**src/aod_pkg.sv**
```systemverilog
// Package for the over-range detector: register map, field layout, resets.
// Assumes a 32-bit classic Wishbone slave port and one 200 MHz clock.
package aod_pkg;
  // Register byte offsets
  localparam logic [7:0] CTRL_OFS = 8'h00;
  localparam logic [7:0] THRESH_OFS = 8'h04;
  localparam logic [7:0] FSCALE_OFS = 8'h08;
  localparam logic [7:0] CAL_OFS = 8'h0c;
  localparam logic [7:0] STATUS_OFS = 8'h10;
  localparam logic [7:0] IMASK_OFS = 8'h14;
  localparam logic [7:0] FLAGS_OFS = 8'h18;
  localparam logic [7:0] TRIM_BASE_OFS = 8'h20;
  // Control and calibration register fields
  localparam int CTRL_EN_BIT = 0;
  localparam int CTRL_HOLD_LSB = 4;
  localparam int CTRL_CAL_BG_BIT = 8;
  localparam int CAL_START_BIT = 0;
  localparam int CAL_BUSY_BIT = 1;
  // Reset values
  localparam logic [7:0] THRESH_RST = 8'hff;
  localparam logic [2:0] HOLD_RST = 3'h0;
  localparam logic [7:0] FSCALE_RST = 8'h80;
  // Trim field width and core count (quad variant)
  localparam int TRIM_W = 8;
  localparam int CORE_CNT = 6;
  localparam int TRIM_CNT = 8;
  // Smallest hold length is eight cycles
  localparam int HOLD_BASE_LOG2 = 3;
  // Foreground calibration length in cycles
  localparam int FG_CAL_CYCLES = 64;
  // Calibration controller states
  typedef enum logic [1:0] {
    AOD_CAL_IDLE,
    AOD_CAL_FG,
    AOD_CAL_BG
  } aod_cal_e;
endpackage : aod_pkg

```
**src/aod_chan.sv**
```systemverilog
// One channel of the over-range detector: magnitude, compare, hold timer.
// Assumes the sample arrives registered on the same clock.
`timescale 1ns/1ps
`default_nettype none
module aod_chan (
  input wire logic ref_clk_i,
  input wire logic reset_i,
  input wire logic valid_i,
  input wire logic [11:0] sample_i,
  input wire logic enable_i,
  input wire logic [7:0] thresh_i,
  input wire logic [2:0] hold_sel_i,
  output logic flag_o,
  output logic event_o
);
  // All state in one struct
  typedef struct packed {
    logic [10:0] cnt;
    logic flag;
    logic evt;
  } aod_chan_s;

  aod_chan_s st_q;
  aod_chan_s st_d;
  logic [10:0] mag;
  logic hit;
  logic [10:0] hold_len;

  // Absolute value; -2048 saturates to 2047
  always_comb
  begin
    if (sample_i == 12'h800)
      mag = 11'h7ff;
    else if (sample_i[11])
      mag = 11'((~sample_i) + 12'h001);
    else
      mag = sample_i[10:0];
  end

  // Upper eight magnitude bits against common threshold
  assign hit = valid_i && enable_i && (mag[10:3] >= thresh_i);
  // Hold length 8 << sel cycles
  assign hold_len = 11'(11'h008 << hold_sel_i);

  // Hold timer, restarted by each hit
  always_comb
  begin
    st_d = st_q;
    st_d.evt = hit;
    if (!enable_i)
    begin
      st_d.cnt = 11'h000;  // Disabled keeps flag low
      st_d.flag = 1'b0;
    end
    else if (hit)
    begin
      st_d.cnt = 11'(hold_len - 11'h001);  // Restart on every hit
      st_d.flag = 1'b1;
    end
    else if (st_q.cnt != 11'h000)
    begin
      st_d.cnt = st_q.cnt - 11'h001;
    end
    else
    begin
      st_d.flag = 1'b0;
    end
  end

  // State register
  always_ff @(posedge ref_clk_i or posedge reset_i)
  begin
    if (reset_i)
      st_q <= '0;
    else
      st_q <= st_d;
  end

  assign flag_o = st_q.flag;
  assign event_o = st_q.evt;
endmodule : aod_chan
`default_nettype wire

```
**src/aod_top.sv**
```systemverilog
// Over-range detector top: sample capture, one, two or four channels, Wishbone regs,
// trims, calibration control and interrupt.
// Assumes samples are on ref_clk_i, one per cycle per channel.
// Register map, byte offsets on the 8-bit address
//   0x00 control: bit 0 detector enable, bits 6:4 hold select,
//        bit 8 background calibration request
//   0x04 shared threshold, lane 0 only
//   0x08 full-scale setting, lane 0 only
//   0x0c calibration: write bit 0 starts foreground when idle, read bit 1 foreground busy
//   0x10 sticky status, one bit per channel, write one to clear
//   0x14 interrupt mask, one means enabled
//   0x18 live flags, read only
//   0x20 + 4*i offset trim i, eight entries, lane 0 only
//
// Timing seen from the bus
//   Every taken request is answered one cycle later with a one-cycle ack.
//   Unmapped addresses are acked too: writes vanish, reads return zero.
//
// Timing seen from the flag pins
//   Sample registered at edge k, compared at k+1, flag visible after k+1.
//   The flag then stands for the full hold length after the last hit.
//
// Limitations
//   Calibration here only sequences the swap pattern and the sample gap;
//   the analog work itself lives outside this block.
//   A status event and a same-cycle clear leave the bit set, so software
//   never loses an event that lands during its own clear.
`timescale 1ns/1ps
`default_nettype none
module aod_top #(
  parameter int CHAN_CNT = 4
) (
  input wire logic ref_clk_i,
  input wire logic reset_i,
  // Converted samples, one per channel per clock
  input wire logic [CHAN_CNT*12-1:0] sample_i,
  // Classic Wishbone slave
  input wire logic wb_cyc_i,
  input wire logic wb_stb_i,
  input wire logic wb_we_i,
  input wire logic [7:0] wb_adr_i,
  input wire logic [3:0] wb_sel_i,
  input wire logic [31:0] wb_dat_i,
  output logic [31:0] wb_dat_o,
  output logic wb_ack_o,
  // Over-range pins, range_flag_a..d
  output logic [CHAN_CNT-1:0] range_flag_o,
  // Captured samples, held during foreground calibration
  output logic [CHAN_CNT*12-1:0] sample_o,
  output logic sample_valid_o,
  // Analog trim settings, core swap pattern and interrupt
  output logic [7:0] fullscale_setting_o,
  output logic [aod_pkg::TRIM_CNT*aod_pkg::TRIM_W-1:0] core_input_offset_trim_o,
  output logic [aod_pkg::CORE_CNT-1:0] core_swap_o,
  output logic irq_o
);
  // Variant check: single, dual or quad only
  if (CHAN_CNT != 1 && CHAN_CNT != 2 && CHAN_CNT != 4)
    $error("CHAN_CNT must be 1, 2 or 4");

  // All registered state of the top
  typedef struct packed {
    // Detector on
    logic overrange_enable;
    // Background calibration requested
    logic bg_cal;
    // Hold length select, 8 << value cycles
    logic [2:0] overrange_hold_select;
    // Threshold shared by every channel
    logic [7:0] overrange_threshold;
    // Full-scale setting for all inputs
    logic [7:0] fullscale;
    // Offset trims, one byte per core and input
    logic [aod_pkg::TRIM_CNT*aod_pkg::TRIM_W-1:0] trim;
    // Sticky over-range events
    logic [CHAN_CNT-1:0] status;
    // Interrupt enables
    logic [CHAN_CNT-1:0] imask;
    // Calibration controller state
    aod_pkg::aod_cal_e cal;
    // Foreground countdown or background rotation timer
    logic [6:0] cal_cnt;
    // Core swap pattern
    logic [aod_pkg::CORE_CNT-1:0] swap;
    // Captured samples
    logic [CHAN_CNT*12-1:0] smp;
    // Captured samples are fresh
    logic smp_vld;
    // Read data, zero outside an ack
    logic [31:0] rdata;
    // Bus acknowledge pulse
    logic ack;
    // Level interrupt
    logic irq;
  } aod_top_s;

  aod_top_s st_q;
  aod_top_s st_d;
  logic [CHAN_CNT-1:0] flag_w;
  logic [CHAN_CNT-1:0] evt_w;
  logic wb_req;
  logic wb_wr;
  logic [31:0] wmask;

  // Bus request for a fresh cycle; ack clears before next one
  assign wb_req = wb_cyc_i && wb_stb_i && !st_q.ack;
  assign wb_wr = wb_req && wb_we_i;
  assign wmask = {{8{wb_sel_i[3]}}, {8{wb_sel_i[2]}},
                  {8{wb_sel_i[1]}}, {8{wb_sel_i[0]}}};

  // Byte-lane merge, used by the control and interrupt mask writes
  function automatic logic [31:0] merge(input logic [31:0] old,
                                         input logic [31:0] wd,
                                         input logic [31:0] m);
    merge = (old & ~m) | (wd & m);
  endfunction : merge

  // Trim register index decode, used for read and write
  function automatic logic trim_hit(input logic [7:0] adr, input int idx);
    trim_hit = (adr == 8'(aod_pkg::TRIM_BASE_OFS + 8'(idx * 4)));
  endfunction : trim_hit

  // Detector channels, one per flag pin
  for (genvar c = 0; c < CHAN_CNT; c++)
  begin : g_chan
    aod_chan u_chan (
      .ref_clk_i(ref_clk_i),
      .reset_i(reset_i),
      .valid_i(st_q.smp_vld),
      .sample_i(st_q.smp[c*12 +: 12]),
      .enable_i(st_q.overrange_enable),
      .thresh_i(st_q.overrange_threshold),  // Shared value
      .hold_sel_i(st_q.overrange_hold_select),
      .flag_o(flag_w[c]),
      .event_o(evt_w[c])
    );
  end

  // Next-state logic: capture, calibration, registers, interrupt
  always_comb
  begin
    logic [31:0] cw;
    cw = '0;
    st_d = st_q;
    st_d.ack = wb_req;
    // Sample capture each clock, halted in foreground cal
    if (st_q.cal != aod_pkg::AOD_CAL_FG)
    begin
      st_d.smp = sample_i;
      st_d.smp_vld = 1'b1;
    end
    else
    begin
      st_d.smp_vld = 1'b0;
    end
    // Calibration sequencing and core swapping
    case (st_q.cal)
      aod_pkg::AOD_CAL_IDLE:
      begin
        st_d.swap = '0;
        if (st_q.bg_cal)
          st_d.cal = aod_pkg::AOD_CAL_BG;
      end
      aod_pkg::AOD_CAL_FG:
      begin
        // Sampling stops until the count ends
        st_d.swap = '1;
        if (st_q.cal_cnt == 7'h00)
          st_d.cal = aod_pkg::AOD_CAL_IDLE;
        else
          st_d.cal_cnt = st_q.cal_cnt - 7'h01;
      end
      aod_pkg::AOD_CAL_BG:
      begin
        // Rotate one spare core through while converting
        st_d.cal_cnt = st_q.cal_cnt + 7'h01;
        if (st_q.cal_cnt == 7'h7f)
          st_d.swap = (st_q.swap == '0) ? aod_pkg::CORE_CNT'(1)
                    : {st_q.swap[aod_pkg::CORE_CNT-2:0],
                       st_q.swap[aod_pkg::CORE_CNT-1]};
        if (!st_q.bg_cal)
          st_d.cal = aod_pkg::AOD_CAL_IDLE;
      end
      default:
        st_d.cal = aod_pkg::AOD_CAL_IDLE;
    endcase
    // Sticky status; set beats a same-cycle clear
    if (wb_wr && wb_adr_i == aod_pkg::STATUS_OFS)
      st_d.status = st_q.status & ~(wb_dat_i[CHAN_CNT-1:0] &
                                    wmask[CHAN_CNT-1:0]);
    st_d.status = st_d.status | evt_w;
    // Register writes
    if (wb_wr)
    begin
      case (wb_adr_i)
        aod_pkg::CTRL_OFS:
        begin
          cw = merge({23'h0, st_q.bg_cal, 1'b0, st_q.overrange_hold_select,
                      3'h0, st_q.overrange_enable}, wb_dat_i, wmask);
          st_d.overrange_enable = cw[aod_pkg::CTRL_EN_BIT];
          st_d.overrange_hold_select = cw[aod_pkg::CTRL_HOLD_LSB +: 3];
          st_d.bg_cal = cw[aod_pkg::CTRL_CAL_BG_BIT];
        end
        aod_pkg::THRESH_OFS:
          st_d.overrange_threshold = wb_sel_i[0] ? wb_dat_i[7:0]
                                   : st_q.overrange_threshold;
        aod_pkg::FSCALE_OFS:
          // One value drives every input
          st_d.fullscale = wb_sel_i[0] ? wb_dat_i[7:0] : st_q.fullscale;
        aod_pkg::CAL_OFS:
          if (wb_sel_i[0] && wb_dat_i[aod_pkg::CAL_START_BIT] &&
              st_q.cal == aod_pkg::AOD_CAL_IDLE)
          begin
            st_d.cal = aod_pkg::AOD_CAL_FG;
            st_d.cal_cnt = 7'(aod_pkg::FG_CAL_CYCLES - 1);
          end
        aod_pkg::IMASK_OFS:
        begin
          // Merge a full word first, then keep the live channels
          cw = merge(32'(st_q.imask), wb_dat_i, wmask);
          st_d.imask = cw[CHAN_CNT-1:0];
        end
        default:
          ;
      endcase
      // Per core/input trim, signed, about +/-33 mV
      for (int t = 0; t < aod_pkg::TRIM_CNT; t++)
        if (trim_hit(wb_adr_i, t) && wb_sel_i[0])
          st_d.trim[t*aod_pkg::TRIM_W +: aod_pkg::TRIM_W] = wb_dat_i[7:0];
    end
    // Read data, zero for unmapped addresses
    st_d.rdata = '0;
    if (wb_req && !wb_we_i)
    begin
      case (wb_adr_i)
        aod_pkg::CTRL_OFS:
          st_d.rdata = {23'h0, st_q.bg_cal, 1'b0,
                        st_q.overrange_hold_select, 3'h0,
                        st_q.overrange_enable};
        aod_pkg::THRESH_OFS:
          st_d.rdata = {24'h0, st_q.overrange_threshold};
        aod_pkg::FSCALE_OFS:
          st_d.rdata = {24'h0, st_q.fullscale};
        aod_pkg::CAL_OFS:
          st_d.rdata = {30'h0, st_q.cal == aod_pkg::AOD_CAL_FG, 1'b0};
        aod_pkg::STATUS_OFS:
          st_d.rdata = 32'(st_q.status);
        aod_pkg::IMASK_OFS:
          st_d.rdata = 32'(st_q.imask);
        aod_pkg::FLAGS_OFS:
          st_d.rdata = 32'(flag_w);
        default:
          st_d.rdata = '0;
      endcase
      for (int t = 0; t < aod_pkg::TRIM_CNT; t++)
        if (trim_hit(wb_adr_i, t))
          st_d.rdata = {24'h0, st_q.trim[t*aod_pkg::TRIM_W +: aod_pkg::TRIM_W]};
    end
    // Level interrupt from unmasked sticky bits
    st_d.irq = |(st_d.status & st_d.imask);
  end

  // State register
  always_ff @(posedge ref_clk_i or posedge reset_i)
  begin
    if (reset_i)
    begin
      st_q <= '0;
      st_q.overrange_threshold <= aod_pkg::THRESH_RST;
      st_q.overrange_hold_select <= aod_pkg::HOLD_RST;
      st_q.fullscale <= aod_pkg::FSCALE_RST;
      st_q.cal <= aod_pkg::AOD_CAL_IDLE;
    end
    else
    begin
      st_q <= st_d;
    end
  end

  // Outputs, all from flip-flops
  assign wb_dat_o = st_q.rdata;
  assign wb_ack_o = st_q.ack;
  assign range_flag_o = flag_w;  // Registered in the channel
  assign sample_o = st_q.smp;
  assign sample_valid_o = st_q.smp_vld;
  assign fullscale_setting_o = st_q.fullscale;
  assign core_input_offset_trim_o = st_q.trim;
  assign core_swap_o = st_q.swap;
  assign irq_o = st_q.irq;
endmodule : aod_top
`default_nettype wire

```
**config.mk**
```make
export PLATFORM = sky130hd
export DESIGN_NAME = aod_top
export DESIGN_NICKNAME = d
export VERILOG_FILES = /design/src/aod_pkg.sv /design/src/aod_chan.sv /design/src/aod_top.sv
export SDC_FILE = /design/constraint.sdc
export NUM_CORES = 1
export LEC_CHECK = 0
export BUFFER_PORTS_ARGS = -buffer_cell sky130_fd_sc_hd__buf_4
export CAP_MARGIN = 40
export CORE_MARGIN = 2
export CORE_UTILIZATION = 33
export DETAILED_ROUTE_END_ITERATION = 10
export GPL_TIMING_DRIVEN = 0
export PLACE_DENSITY_LB_ADDON = 0.08
export REMOVE_ABC_BUFFERS = 1
export SYNTH_ARGS = -nofsm -noshare
export SYNTH_HDL_FRONTEND = slang
export SYNTH_SLANG_ARGS = --single-unit
```
**constraint.sdc**
```tcl
create_clock -name ref_clk_i -period 8.4 [get_ports ref_clk_i]
set_input_delay 1.26 -clock ref_clk_i [delete_from_list [all_inputs] [get_ports ref_clk_i]]
set_output_delay 1.26 -clock ref_clk_i [all_outputs]
set_load 0.03 [all_outputs]
```
After elaboration in Yosys (flattened, before gate mapping)
Cells that the tools add are included.

Bits in registers: 243. Logic and storage cells: 190. Output and inout port bits: 165. Input bits: 97.

Add/subtract/negate cells: 11. Equality and inequality tests: 31. $lt $le $gt $ge: 4. Reduce and logical (&&, ||, !) cells: 44. Multiplexer cells: 49. Bitwise logic cells: 15. Shift-type cells: 1.

Operators by type and width (number): two-way mux 32 bit (9); two-way mux 11 bit (12); two-way mux 12 bit (8); == test 8 x 6 -> 1 bit, second input constant (8); one-hot mux 9 bit (7 select lines) (1); subtractor 11 x 1 -> 11 bit, second input constant (5); == test 12 bit, second input constant (4); adder 11 x 1 -> 11 bit, second input constant (4); inverter 11 bit (4); nonzero test 11 bit (4); greater-or-equal comparator 8 bit (4); == test 8 x 5 -> 1 bit, second input constant (3); logical AND 1 bit (20); AND reduction 2 bit (10); bitwise AND 9 bit (2); two-way mux 9 bit (2); one-hot mux 6 bit (3 select lines) (1); bitwise AND 4 bit (4); == test 8 x 4 -> 1 bit, second input constant (2); one-hot mux 7 bit (2 select lines) (1); two-way mux 13 bit (1); two-way mux 6 bit (2); != test 3 x 1 -> 1 bit, second input constant (4); != test 3 x 2 -> 1 bit, second input constant (4); 26 further kinds (36).

Logic depth before layout (Yosys ltp)
Word-level depth: 11. Depth in mapped cells: 14. Gate-level depth less buffers: 13.

By module
From an unflattened synthesis, not the netlist that was laid out.

Cell total of the unflattened synthesis: 1421. Area total of the unflattened synthesis: 14073.5 um^2.

By module, submodules not included: aod_top (instances 1, cells each 821, area an instance 9228.9 um^2); aod_chan (instances 4, cells each 150, area an instance 1211.2 um^2).

Least setup slack after synthesis
Ideal clock, no wire load.

Path type: register -> register. Start point: register st_q, in the netlist sample_o[36]. End point: register g_chan[3].u_chan.st_q, in the netlist g_chan[3].u_chan.flag_o. Clock period less this slack: 3.755 ns. Arrival: 3.613 ns. Slack: 4.645 ns. Stages on the path, launching flop included: 13. Cell sequence: dfrtp_1 -> or4_4 -> or3_4 -> or3_4 -> or4_4 -> nand2_1 -> ha_1 -> a21o_1 -> a2111oi_0 -> o21ai_0 -> nand4b_1 -> clkbuf_1 -> o21ai_0.

Word-level cells in the longest chain between the ends: 8. Elaborated cells on any way between the ends: 10. Those cells by class: 1 x add/sub; 1 x order compare; 2 x eq/ne; 4 x mux; 1 x bitwise; 1 x reduce/logical.

RTL lines: start: declaration (RTL line aod_top.sv:97) `aod_top_s st_q;`; start signal: assignment (RTL line aod_top.sv:276) `st_q <= st_d;`; inverter 11 bit (RTL line aod_chan.sv:35) `mag = 11'((~sample_i) + 12'h001);`; adder 11 x 1 -> 11 bit (RTL line aod_chan.sv:35); two-way mux 11 bit (RTL line aod_chan.sv:34) `else if (sample_i[11])`; two-way mux 11 bit * (RTL line aod_chan.sv:32) `if (sample_i == 12'h800)`; greater-or-equal comparator 8 bit * (RTL line aod_chan.sv:41) `assign hit = valid_i && enable_i && (mag[10:3] >= thresh_i);`; logical AND 1 bit * (RTL line aod_chan.sv:41); two-way mux 12 bit (RTL line aod_chan.sv:55) `else if (hit)`; two-way mux 12 bit (RTL line aod_chan.sv:50) `if (!enable_i)`; end signal: assignment (RTL line aod_chan.sv:76) `st_q <= st_d;`; end: declaration (RTL line aod_chan.sv:23) `aod_chan_s st_q;`.

Every way passes the cells marked *; elsewhere a longest branch is shown, timed or not. A chain may end at the register's enable or synchronous reset.

Worst setup path in the final report
Start point: register st_q, in the netlist sample_o[15]. End point: register g_chan[1].u_chan.st_q[10] (netlist bit).

Word-level cells in the longest chain between the ends: 8. Elaborated cells on any way between the ends: 10. Those cells by class: 1 x add/sub; 1 x order compare; 2 x eq/ne; 4 x mux; 1 x bitwise; 1 x reduce/logical.

RTL lines (RTL line): inverter 11 bit (aod_chan.sv:35); adder 11 x 1 -> 11 bit (aod_chan.sv:35); two-way mux 11 bit (aod_chan.sv:34); two-way mux 11 bit * (aod_chan.sv:32); greater-or-equal comparator 8 bit * (aod_chan.sv:41); logical AND 1 bit * (aod_chan.sv:41); two-way mux 12 bit (aod_chan.sv:55); two-way mux 12 bit (aod_chan.sv:50); end signal: assignment (aod_chan.sv:76); end: declaration (aod_chan.sv:23).

Marks and branches as above.

==> qor.yml <==
floorplan:
  ios: 262
  core_area_um2: 38800
  rows: 72
  dieArea_um2: 41200
  dieWidth_um: 203
  die_y_um: 203
  initial_core_util: 0.336
synth:
  synth_common_cells: "dfrtp_1, buf_4, nand2_1, mux2_2, o21ai_0"
  synthTopCellsByArea: "dfrtp_1, mux2_2, buf_4"
  syn_area_um2: 13100
  synth-edff-count: 0
  synth_ff_type: "dfrtp_1"
  ys_ff_latch: 220
  synth_cell_types: 73
  syn_area_per_cell_um2: 9.88
  synth_top_area_cell: "dfrtp_1"
  seq_area_frac_synth: 0.423
  yosysMostFrequentCell: "dfrtp_1"
  ys_warn_count: 0
  synthCells: 1321
  synth.top_cell.area_share: 0.405
  synthArstFlopShare: 1.00
pwr:
  finalPower_mw: 2.51
  p_sw_frac: 0.255
  power_frac_seq: 0.438
  internal_power_mw: 1.87
  p_leak_nw: 7.36
  p_comb_frac: 0.090
  switchingPower_mw: 0.640
  ir_worst_vdd_mv: 0.129
  pwr-share-clk: 0.472
  power_density_nw_per_um2: 167
final_layout:
  post-route-util: 0.387
  nFillCells: 3904
  drive_gt1_frac: 0.311
  antenna_cells: 0
  area_growth_pct: 15.3
  layout.nets: 1518
  seqCellArea_um2: 5520
  finalNonFillerCells: 1918
  multi_input_area_um2: 6020
  post-route-cell-area_um2: 15000
sta:
  hold_slack_ns: 0.453
  relSlewSlack: 0.418
  finalHoldViolCount: 0
  rsz0062_at_grt: "false"
  setup_viol: 0
  finClkSkew_ns: 0.0113
  max_freq_mhz: 217
  period_share: 0.548
  tns_ns: 0
  period_minus_slack_ns: 4.61
  worstMarginPinSlew_ns: 0.866
  drv_slew: 0
  layout_setup_ws_ns: 3.79
clocking:
  cts_tree: "yes"
  cts.repair.resized: 0
  cts_buffers: 28
  path_clk_slew_ns: 0.06
  clk_latency_ns: 0.56
  ctsRootBufferMaster: "clkbuf_16"
  clock-sinks: 220
  post_cts_buffers: 0
  htreeDepth: 1
  hold_buffers: 0
  cts_buffer_depth: 3
drt:
  wl_per_cell_um: 19.0
  viasPerCell: 4.98
  vias: 9550
  drtIter0Drc: 468
  dr.pass1.iters: 5
  final_antenna_net_count: 0
  drt_wl_total_mm: 36.5
  drc: 0
worst_setup_path:
  cp_max_fo: 12
  end_kind: "register"
  worst-setup-path-type: "register to register"
  startpoint_type: "register"
  required_ns: 8.86
  cp_data_arrival_time_ns: 5.06
  r2r_cells: 13
global_route:
  grt_pass1_vias: 9610
  grtUsageTotal: 0.177
  grt_antenna_before_repair: 0
  grt_pass1_wl_mm: 57.3
  grt_max_degree: 100
  overflow: 0
worst_hold_path:
  whs_path_depth: 1
  hp-class: "register to register"
place:
  place_area_um2: 14100
  portBuffers: 213
  hpwl_mm: 25.9
  post-place-cells: 1866
  finalWeightedCongestion: 0.788
  dp_slack_ns: 3.84
job:
  maxCapViolCount: 0
outcome:
  status: "finished, final reports clean"
## cell type report
| cell class | count | area share |
|---|---|---|
| clock buffer | 46 | 0.0558 |
| clock inverter | 6 | 0.00383 |
| inverter | 46 | 0.0120 |
| multi-input combinational | 855 | 0.400 |
| sequential | 220 | 0.367 |
| tap | 518 | 0.0431 |
| timing repair buffer | 227 | 0.119 |
## placed cells by master, fill, tap and decap left out, drive strengths merged, types with 23 or more instances in the layout
cell	synthesis	layout
o22ai	32	32
mux2	127	127
xnor2	30	30
nor2	48	48
o21ai	72	72
xor2	25	25
dfrtp	211	211
nand2	139	139
a21oi	39	39
buf	172	226
nor3	31	31
nand3	43	43
inv	46	46
ha	43	43
conb	1	23
clkbuf	50	46
## sequential cells by signal, indices dropped and copies added, names as in the netlist, named ones only
| name | flops |
|---|---|
| wb_dat_o | 9 |
| irq_o | 1 |
| g_chan.u_chan.event_o | 4 |
| st_q | 25 |
| sample_valid_o | 1 |
| g_chan.u_chan.st_q | 44 |
| wb_ack_o | 1 |
| core_input_offset_trim_o | 64 |
| fullscale_setting_o | 8 |
| core_swap_o | 6 |
| g_chan.u_chan.flag_o | 4 |
| sample_o | 48 |
## power groups by stage
stage               clock network [mW]  registers (mW)  logic (mW)
global placement                     0            1.12       0.223
global route                      1.27            1.10       0.250
finish                            1.18            1.10       0.227
CTS                               1.23            1.10       0.230
floorplan                            0            1.14      0.0983
detailed placement                   0            1.12       0.229
## final timing paths
path                                                from                   endpoint  slack, ns
worst max-delay path                        sample_o[15]  g_chan[1].u_chan.st_q[10]       3.79
worst min-delay path            g_chan[3].u_chan.event_o                  st_q[105]       0.45
worst max register to register              sample_o[15]  g_chan[1].u_chan.st_q[10]       3.79
worst min register to register  g_chan[3].u_chan.event_o                  st_q[105]       0.45
max in group asynchronous                        reset_i                  st_q[183]       6.45
min in group asynchronous                        reset_i               sample_o[41]       0.68
## critical path, stage by stage, from the launching register on
cell       delay, ns
dfrtp_1         0.42
or4_1           0.56
or2_2           0.34
nor3_2          0.22
nand2b_1        0.10
or3b_1          0.46
nand2_1         0.09
ha_1            0.24
a21o_1          0.19
a2111oi_0       0.54
o21ai_0         0.31
nand4_1         0.50
nand3_1         0.32
o22ai_1         0.21
## cells by family after synthesis
| family | after synthesis | share of synthesized area |
|---|---|---|
| simple gates | 350 | 0.135 |
| flops | 220 | 0.423 |
| mux | 142 | 0.121 |
| xor+xnor | 55 | 0.0369 |
| compound gates | 242 | 0.118 |
| buf+inv | 268 | 0.124 |
| fa+ha+maj | 43 | 0.0412 |
| other cells | 1 | 0.000287 |
## routing by layer
| metal | up-vias | share of wire | GRT usage |
|---|---|---|---|
| met2 | 207 | 0.44 | 0.269 |
| met3 | 54 | 0.052 | 0.0379 |
| li1 | 4594 | - | - |
| met1 | 4695 | 0.48 | 0.252 |
| met4 | 0 | 0.027 | 0.0493 |
| met5 | - | 0 | 0 |
(Power assumes the default switching activity.)
